## src/design/dps_map.svh

```systemverilog
// Register addresses, field positions, reset values and encodings for the debug PC block
`ifndef DPS_MAP_SVH
`define DPS_MAP_SVH

// Register addresses in the hart's register space
`define DPS_ADDR_RESUME_PC    12'h7B1
`define DPS_ADDR_SCRATCH_1ST  12'h7B2
`define DPS_ADDR_SCRATCH_2ND  12'h7B3
`define DPS_ADDR_PRIV         12'h7C0

// Privilege word field positions
`define DPS_PRIV_PRV_LSB      0
`define DPS_PRIV_PRV_MSB      1
`define DPS_PRIV_VIRT_BIT     2

// Privilege encodings
`define DPS_PRV_USER          2'h0
`define DPS_PRV_SUPER         2'h1
`define DPS_PRV_MACHINE       2'h3

// Reset values
`define DPS_RESET_PC          32'h0000_0000
`define DPS_RESET_SCRATCH     32'h0000_0000

// Instruction length step for a plain 32-bit instruction
`define DPS_INSN_STEP         32'h0000_0004

// Entry cause codes
`define DPS_CAUSE_BREAK       3'h1
`define DPS_CAUSE_TRIGGER     3'h2
`define DPS_CAUSE_HALTREQ     3'h3
`define DPS_CAUSE_STEP        3'h4
`define DPS_CAUSE_RESETHALT   3'h5
`define DPS_CAUSE_GROUP       3'h6

// Redirect countdown start; the load pulse comes 3 cycles after the done answer of a running-write
`define DPS_REDIRECT_DELAY    2'h2

`endif

```

## src/design/dps_pkg.sv

```systemverilog
// Types shared by the debug PC block files
package dps_pkg;

   // Hart run states seen by this block
   typedef enum logic [1:0] {
      DPS_RUN     = 2'b00,
      DPS_HALTED  = 2'b01,
      DPS_RESUME  = 2'b10
   } dps_mode_e;

   // Register select after address decode
   typedef enum logic [2:0] {
      DPS_SEL_NONE = 3'b000,
      DPS_SEL_PC   = 3'b001,
      DPS_SEL_S0   = 3'b010,
      DPS_SEL_S1   = 3'b011,
      DPS_SEL_PRIV = 3'b100
   } dps_sel_e;

endpackage

```

## src/design/dps_dec_if.sv

```systemverilog
// Interface carrying the register access decode between top and decoder
`timescale 1ns/1ps
`default_nettype none
interface dps_dec_if;
   import dps_pkg::*;
   logic [11:0] addr;   // Register address
   logic        valid;  // Access strobe
   dps_sel_e    sel;    // Decoded selection
   logic        hit;    // Address is mapped

   modport top (output addr, output valid, input sel, input hit);
   modport dec (input addr, input valid, output sel, output hit);
endinterface
`default_nettype wire

```

## src/design/dps_decode.sv

```systemverilog
// Register address decoder for the debug PC block
`timescale 1ns/1ps
`default_nettype none
`include "dps_map.svh"
module dps_decode
   import dps_pkg::*;
(
   // Decode channel
   dps_dec_if.dec bus
);

   // Pure decode, no state needed
   always_comb begin
      bus.sel = DPS_SEL_NONE;
      bus.hit = 1'b0;
      if (bus.valid) begin
         case (bus.addr)
            `DPS_ADDR_RESUME_PC: begin
               bus.sel = DPS_SEL_PC;
               bus.hit = 1'b1;
            end
            `DPS_ADDR_SCRATCH_1ST: begin
               bus.sel = DPS_SEL_S0;
               bus.hit = 1'b1;
            end
            `DPS_ADDR_SCRATCH_2ND: begin
               bus.sel = DPS_SEL_S1;
               bus.hit = 1'b1;
            end
            `DPS_ADDR_PRIV: begin
               bus.sel = DPS_SEL_PRIV;
               bus.hit = 1'b1;
            end
            default: begin
               bus.sel = DPS_SEL_NONE;
               bus.hit = 1'b0;
            end
         endcase
      end
   end

endmodule
`default_nettype wire

```

## src/design/dps_debug_pc.sv

```systemverilog
// Debug resume PC, saved privilege and debug scratch registers of one hart
`timescale 1ns/1ps
`default_nettype none
`include "dps_map.svh"
module dps_debug_pc
   import dps_pkg::*;
#(
   parameter bit HAS_VIRT      = 1'b0,  // Hart supports virtualization
   parameter bit HAS_SUPER     = 1'b1,  // Hart supports supervisor mode
   parameter bit HAS_USER      = 1'b1,  // Hart supports user mode
   parameter bit COMPRESSED_OK = 1'b0   // 16-bit instruction alignment
)
(
   // Clock and reset
   input  wire logic        core_clk_in,
   input  wire logic        nrst_in,
   // Hart pipeline status
   input  wire logic        enter_in,        // One-cycle debug entry strobe
   input  wire logic [2:0]  cause_in,        // Entry cause code
   input  wire logic [31:0] cur_pc_in,       // Address of current instruction
   input  wire logic [31:0] next_pc_in,      // Address that runs next
   input  wire logic [31:0] retired_pc_in,   // Last retired instruction
   input  wire logic [1:0]  cur_prv_in,      // Running privilege level
   input  wire logic        cur_virt_in,     // Running virtualization mode
   input  wire logic        resume_in,       // One-cycle resume strobe
   // Register access port
   input  wire logic        acc_valid_in,    // Access strobe
   input  wire logic        acc_write_in,    // 1 write, 0 read
   input  wire logic [11:0] acc_addr_in,     // Register address
   input  wire logic [31:0] acc_wdata_in,    // Write data
   input  wire logic        acc_postexec_in, // Execute-afterwards flag
   input  wire logic        progbuf_run_in,  // Program buffer running
   // Register access answer
   output logic             acc_done_out,    // One-cycle answer pulse
   output logic             acc_err_out,     // Unmapped address, with done
   output logic [31:0]      acc_rdata_out,   // Read data, with done
   // Hart control
   output logic             halted_out,      // Hart in debug mode
   output logic             pc_load_out,     // One-cycle PC load pulse
   output logic [31:0]      pc_target_out,   // Address to load into PC
   output logic [1:0]       resume_prv_out,  // Privilege after resume
   output logic             resume_virt_out  // Virtualization after resume
);

   ////////////////////////////////////////////////////////////////////////////
   // State

   // All flops of the block in one record
   // One record keeps the reset list and the next-state copy in step;
   // a field added here needs a reset line below as well
   typedef struct packed {
      dps_mode_e   mode;        // Run state
      logic [31:0] rpc;         // Resume PC
      logic [31:0] scr0;        // First scratch
      logic [31:0] scr1;        // Second scratch
      logic [1:0]  prv;         // Saved privilege
      logic        virt;        // Saved virtualization
      logic        done;        // Answer pulse
      logic        err;         // Answer error
      logic [31:0] rdata;       // Answer data
      logic        load;        // PC load pulse
      logic [31:0] target;      // PC load address
      logic        redir_pend;  // Running write awaiting redirect
      logic [1:0]  redir_cnt;   // Redirect delay count
      logic        halted;      // Hart in debug mode, kept as a flop
   } dps_state_s;

   dps_state_s state_reg;   // Registered state
   dps_state_s state_next;  // Next state

   // Decode lives in its own module so the address map sits in one place
   dps_dec_if dec ();       // Address decode channel

   ////////////////////////////////////////////////////////////////////////////
   // Address decode

   // The strobe qualifies the decode; an idle bus selects nothing
   assign dec.addr  = acc_addr_in;
   assign dec.valid = acc_valid_in;

   dps_decode u_decode (
      .bus (dec.dec)
   );

   ////////////////////////////////////////////////////////////////////////////
   // Helpers

   // Clear low PC bits like the machine exception PC would
   // Bit 1 stays writable only when 16-bit instructions are allowed
   function automatic logic [31:0] dps_align(input logic [31:0] a);
      logic [31:0] r;
      r = a;
      r[0] = 1'b0;
      if (!COMPRESSED_OK) begin
         r[1] = 1'b0;
      end
      return r;
   endfunction

   // Legalise a written privilege to a supported one
   // The reserved code and any missing mode fall back to machine mode,
   // the one level that every hart has
   function automatic logic [1:0] dps_legal_prv(input logic [1:0] p);
      logic [1:0] r;
      r = `DPS_PRV_MACHINE;
      case (p)
         `DPS_PRV_USER:    r = HAS_USER ? `DPS_PRV_USER : `DPS_PRV_MACHINE;
         `DPS_PRV_SUPER:   r = HAS_SUPER ? `DPS_PRV_SUPER : `DPS_PRV_MACHINE;
         `DPS_PRV_MACHINE: r = `DPS_PRV_MACHINE;
         default:          r = `DPS_PRV_MACHINE;
      endcase
      return r;
   endfunction

   // Entry address by cause
   // A breakpoint keeps its own address so the debugger can put the
   // original instruction back; every other cause resumes at the next one
   function automatic logic [31:0] dps_entry_pc(input logic [2:0] c,
                                                input logic [31:0] cur,
                                                input logic [31:0] nxt);
      logic [31:0] r;
      r = nxt;
      case (c)
         `DPS_CAUSE_BREAK:   r = cur;
         `DPS_CAUSE_STEP:    r = nxt;
         `DPS_CAUSE_HALTREQ: r = nxt;
         `DPS_CAUSE_TRIGGER: r = nxt;
         default:            r = nxt;
      endcase
      return r;
   endfunction

   ////////////////////////////////////////////////////////////////////////////
   // Next state

   always_comb begin
      // Hold everything; pulses drop back to zero every cycle
      state_next        = state_reg;
      state_next.done   = 1'b0;
      state_next.err    = 1'b0;
      state_next.load   = 1'b0;

      // Run state machine
      case (state_reg.mode)
         DPS_RUN: begin
            if (enter_in) begin
               // Address, privilege and mode are all taken in the entry cycle
               state_next.mode = DPS_HALTED;
               state_next.rpc  = dps_align(dps_entry_pc(cause_in, cur_pc_in,
                                                        next_pc_in));
               state_next.prv  = cur_prv_in;
               state_next.virt = HAS_VIRT ? cur_virt_in : 1'b0;
               state_next.redir_pend = 1'b0;
            end
         end
         DPS_HALTED: begin
            // Program buffer may clobber the resume PC; writes during a buffer run are not blocked
            // A resume during a buffer run is dropped, not held for later
            if (resume_in && !progbuf_run_in) begin
               state_next.mode = DPS_RESUME;
            end
         end
         DPS_RESUME: begin
            // One settling cycle, then the load leaves with the saved PC
            state_next.mode   = DPS_RUN;
            state_next.load   = 1'b1;
            state_next.target = state_reg.rpc;
         end
         default: begin
            state_next.mode = DPS_RUN;
         end
      endcase

      // Delayed redirect after a running write
      // A fixed short delay stands in for a fetch boundary; a debug entry
      // in the meantime drops the pending redirect
      if (state_reg.redir_pend && state_reg.mode == DPS_RUN && !enter_in) begin
         if (state_reg.redir_cnt == 2'h0) begin
            state_next.redir_pend = 1'b0;
            state_next.load       = 1'b1;
            state_next.target     = state_reg.rpc;
         end else begin
            state_next.redir_cnt = state_reg.redir_cnt - 2'h1;
         end
      end

      // Register accesses; entry capture wins over a same-cycle write
      // Every strobe is answered one cycle later, mapped or not, so the
      // debug module never waits on an address that is not there
      if (acc_valid_in) begin
         state_next.done  = 1'b1;
         state_next.err   = !dec.hit;
         state_next.rdata = 32'h0000_0000;
         case (dec.sel)
            DPS_SEL_PC: begin
               // Running reads show the last retired instruction
               state_next.rdata = (state_reg.mode == DPS_RUN) ?
                                  retired_pc_in : state_reg.rpc;
               if (acc_write_in && !(enter_in && state_reg.mode == DPS_RUN)) begin
                  state_next.rpc = dps_align(acc_wdata_in);
                  if (state_reg.mode == DPS_RUN) begin
                     state_next.redir_pend = 1'b1;
                     state_next.redir_cnt  = `DPS_REDIRECT_DELAY;
                  end
               end
               // Postexec flag never blocks this access
               if (acc_postexec_in) begin
                  state_next.err = 1'b0;
               end
            end
            DPS_SEL_S0: begin
               state_next.rdata = state_reg.scr0;
               if (acc_write_in) begin
                  state_next.scr0 = acc_wdata_in;
               end
            end
            DPS_SEL_S1: begin
               state_next.rdata = state_reg.scr1;
               if (acc_write_in) begin
                  state_next.scr1 = acc_wdata_in;
               end
            end
            DPS_SEL_PRIV: begin
               state_next.rdata[`DPS_PRIV_PRV_MSB:`DPS_PRIV_PRV_LSB] = state_reg.prv;
               state_next.rdata[`DPS_PRIV_VIRT_BIT] = state_reg.virt;
               // Only effective while halted, so entry capture is not disturbed
               if (acc_write_in && state_reg.mode == DPS_HALTED) begin
                  state_next.prv = dps_legal_prv(
                     acc_wdata_in[`DPS_PRIV_PRV_MSB:`DPS_PRIV_PRV_LSB]);
                  state_next.virt = HAS_VIRT &&
                     acc_wdata_in[`DPS_PRIV_VIRT_BIT] &&
                     (dps_legal_prv(acc_wdata_in[1:0]) != `DPS_PRV_MACHINE);
               end
            end
            default: begin
               state_next.rdata = 32'h0000_0000;
            end
         endcase
      end

      // Halted and resuming both count as debug mode for the hart
      // Registered here so the output needs no logic after the flop
      state_next.halted = (state_next.mode != DPS_RUN);
   end

   ////////////////////////////////////////////////////////////////////////////
   // State register

   // Reset loads constants only; the hart comes up running in machine mode
   always_ff @(posedge core_clk_in or negedge nrst_in) begin
      if (!nrst_in) begin
         state_reg.mode       <= DPS_RUN;
         state_reg.rpc        <= `DPS_RESET_PC;
         state_reg.scr0       <= `DPS_RESET_SCRATCH;
         state_reg.scr1       <= `DPS_RESET_SCRATCH;
         state_reg.prv        <= `DPS_PRV_MACHINE;
         state_reg.virt       <= 1'b0;
         state_reg.done       <= 1'b0;
         state_reg.err        <= 1'b0;
         state_reg.rdata      <= 32'h0000_0000;
         state_reg.load       <= 1'b0;
         state_reg.target     <= `DPS_RESET_PC;
         state_reg.redir_pend <= 1'b0;
         state_reg.redir_cnt  <= 2'h0;
         state_reg.halted     <= 1'b0;
      end else begin
         state_reg <= state_next;
      end
   end

   ////////////////////////////////////////////////////////////////////////////
   // Outputs, all straight from flops

   assign acc_done_out    = state_reg.done;
   assign acc_err_out     = state_reg.err;
   assign acc_rdata_out   = state_reg.rdata;
   // Debug mode flag has its own flop rather than a compare on the state
   assign halted_out      = state_reg.halted;
   assign pc_load_out     = state_reg.load;
   assign pc_target_out   = state_reg.target;
   assign resume_prv_out  = state_reg.prv;
   assign resume_virt_out = state_reg.virt;

endmodule
`default_nettype wire

```

## config.mk

```make
export PLATFORM = sky130hd
export DESIGN_NAME = dps_debug_pc
export DESIGN_NICKNAME = d
export VERILOG_FILES = /design/src/design/dps_pkg.sv /design/src/design/dps_dec_if.sv /design/src/design/dps_decode.sv /design/src/design/dps_debug_pc.sv
export VERILOG_INCLUDE_DIRS = /design/src /design/src/design
export SDC_FILE = /design/constraint.sdc
export NUM_CORES = 1
export LEC_CHECK = 0
export BUFFER_PORTS_ARGS = -buffer_cell sky130_fd_sc_hd__buf_2
export CAP_MARGIN = 20
export CORE_MARGIN = 2
export CORE_UTILIZATION = 40
export CTS_BUF_LIST = sky130_fd_sc_hd__clkbuf_8
export DETAILED_ROUTE_END_ITERATION = 16
export SLEW_MARGIN = 20
export SYNTH_ARGS = -nofsm -noshare
export SYNTH_HDL_FRONTEND = slang
export SYNTH_SLANG_ARGS = --single-unit
```

## constraint.sdc

```tcl
create_clock -name core_clk_in -period 2.15 [get_ports core_clk_in]
set_clock_uncertainty 0.1 [all_clocks]
set_input_delay 0.215 -clock core_clk_in [delete_from_list [all_inputs] [get_ports core_clk_in]]
set_output_delay 0.215 -clock core_clk_in [all_outputs]
set_load 0.03 [all_outputs]
```

==> summary.txt <==
Clock network
  – TritonCTS Buffers: 17
  – CTS clk-pin slew, worst paths: 90 ps
  – CTS tree: done
  – CTS Sinks: 172
  – Skew-Pair Late Insertion Delay: 460 ps
  – Clock buffer depth: 2
  – Clk root buf: clkbuf_8
  – H-tree Lvls: 4

Place
  – IO Port Bufs: 218
  – Placed inst area: 9602 um^2
  – Post-DP HPWL: 14.62 mm
  – Setup slack at placement: 69.35 ps
  – Final RePlAce weighted congestion: 0.7594

Cells and area
  – Commonest non-fill, non-tap cell in the layout: buf_2
  – Layout cells sized above 1: 0.4349
  – Nets: 1116
  – Number of flip-flops in the largest register: 101
  – Final Instance Area: 10730 um^2
  – Most frequent cells in the layout: buf_2, dfrtp_1, nand2_1
  – Fill cells: 1921
  – Layout area overhead: 26.37%
  – Utilization after layout: 0.5122

Hold path
  – Worst hold path class: in2reg
  – WHS Endpoint: acc_rdata_out[0]
  – Worst Hold Path Cells: 4
  – Min-delay src: retired_pc_in[0]

STA
  – Final hold slack: 47.40 ps
  – Post-route setup slack: 39.43 ps
  – Worst rel slew slack: 0.6435
  – Worst Tran Pin Value: 534.7 ps
  – Fin Setup TNS: 0 ps
  – RSZ-0062 raised after global routing: no
  – Number of hold violations in the final report: 0
  – Minimum clock period: 2111 ps
  – Fmax: 0.4738 GHz
  – # setup viols final: 0
  – Period utilisation layout: 0.9817
  – Count of pins over their slew limit: 0

Routing
  – Post-route ant nets: 0
  – Initial DRC Count: 259
  – Detailed Route WL: 22.86 mm
  – Vias: 6395
  – Routed vias/inst: 5.108
  – Drc violations: 0
  – Avg WL per Cell: 18.26 um
  – TritonRoute pass-1 iters: 5

Yosys
  – Post-synth EDFFs: 0
  – Synthesized area per cell: 11.54 um^2
  – Yosys reg bits: 172
  – Post-Synthesis Cells: 736
  – FFs w/ async S/R, synth: 1.000
  – Syn nets: 890
  – Most used flip-flop cell after synthesis: dfrtp_1
  – Synth warnings: 0
  – Mapped cell area: 8494 um^2
  – Register area share after synthesis: 0.5070
  – Yosys cell types: 44

Critical path
  – Worst setup SP type: primary input
  – Reg2reg start: state_reg[170]
  – Worst R2R Path Depth: 5
  – CP required: 2440 ps
  – Critical Path AT: 2400 ps
  – CP Max Fanout: 31
  – R2R Path End: resume_prv_out[0]
  – Slowest stage delay, CP: 560 ps
  – Critical path class: in2reg
  – Delay-heaviest family, CP: buffers and inverters
  – CP Capture Type: flop
  – R2r setup slk: 80 ps
  – Critical path buffers and inverters: 4
  – Crit-path slowest cell: dlygate4sd3_1
  – Crit-path cells: dlygate4sd3_1, buf_2, nor3b_4, clkbuf_16, mux2i_1, mux2i_1, dlygate4sd3_1

Global routing
  – Initial antenna violation count: 2
  – Largest net degree at the start of global routing: 63
  – First-pass GRT wire length: 35.45 mm
  – Number of global-route vias before repair: 6542
  – Overall routing resource usage: 0.2052
  – Overflow after GRT: 0

Power and ir drop
  – VDD IR-drop max: 0.3746 mV
  – Leakage power: 5.204 nW
  – PwrDens: 829.3 nW/um^2

Die
  – Die Width: 149.7 um
  – Area of the core: 20960 um^2
  – Num rows: 53
  – Die ar.: 22420 um^2
  – Starting density of the core: 0.4054
  – I/O pins: 225
  – DIE HEIGHT: 149.7 um

Outcome
  – Outcome: complete, no violations

Run
  – Max_cap viols: 0
## cell usage after synthesis, types with 3 or more instances
cell type / count / area share
inv_1: 4 / 0.0018
a31oi_1: 31 / 0.023
dfrtp_1: 170 / 0.50
a22oi_1: 29 / 0.026
nand4_1: 4 / 0.0029
and4b_1: 3 / 0.0035
nor3b_1: 4 / 0.0035
mux2_4: 30 / 0.053
buf_2: 13 / 0.0077
o211ai_1: 29 / 0.026
nor2_1: 42 / 0.019
a21oi_1: 4 / 0.0024
mux2_2: 97 / 0.13
buf_6: 3 / 0.0040
clkbuf_1: 30 / 0.013
nand2_1: 103 / 0.046
buf_4: 66 / 0.058
o21ai_0: 4 / 0.0024
mux2i_1: 32 / 0.038
a311o_1: 3 / 0.0035
nor4_1: 3 / 0.0022
## worst min-delay path: cells and delay by family
kind,cells,cell delay [ps]
simple gates,1,50
compound gates,2,230
buf+inv,1,80
## area by class of cell
| class | count | area, um^2 | area share |
|---|---|---|---|
| clock inverter | 15 | 152.6 | 0.01422 |
| inverter | 5 | 18.77 | 0.001748 |
| clock buffer | 17 | 234.0 | 0.02180 |
| tap | 275 | 344.1 | 0.03206 |
| antenna | 2 | 5.005 | 0.0004663 |
| timing repair buffer | 319 | 2167 | 0.2019 |
| multi-input combinational | 447 | 3506 | 0.3266 |
| sequential | 172 | 4307 | 0.4012 |
## cells by family (layout without fill, tap and decap cells)
logic type / count (synthesis) / after routing / synth area share
flops: 172 / 172 / 0.5070
other cells: 0 / 2 / 0
buf+inv: 117 / 356 / 0.08543
mux: 161 / 161 / 0.2220
simple gates: 178 / 178 / 0.09545
compound gates: 108 / 108 / 0.09015
## per-layer routing
layer	vias to the layer above	global-route usage	wire length [um]
met5	-	0	0
li1	3013	-	-
met3	21	0.04207	1174
met2	189	0.3445	10860
met4	0	0.05236	262
met1	3172	0.2723	10560
## per-stage QoR
stage                     cells  total power, mW
after detailed placement   1145            6.556
after CTS                  1248            8.972
after global routing       1250            9.370
after global placement     1145            6.527
final                      1252            8.902
after floorplan             736            6.105
## worst max-delay path by stage
stage	end	start	depth (start not counted)	slack [ps]
detailed placement	acc_rdata_out[22]	acc_addr_in[6]	6	70
global placement	state_reg[91]	acc_addr_in[6]	6	80
floorplan	state_reg[144]	state_reg[171]	7	180
CTS	resume_prv_out[0]	enter_in	7	20
finish	resume_prv_out[0]	enter_in	7	40
global route	resume_prv_out[0]	state_reg[171]	6	8
## power by group
| part | switching [mW] | internal (mW) |
|---|---|---|
| logic | 1.46 | 1.09 |
| registers | 0.319 | 3.76 |
| clock network | 1.33 | 0.953 |
## repair_timing
action / CTS / global route
hold endpoints to repair: 178 / 0
gates resized for setup: 0 / 2
setup buffers: 0 / 1
endpoints found under the setup margin: 0 / 1
hold buffers: 71 / 0
(Power assumes the default switching activity.)
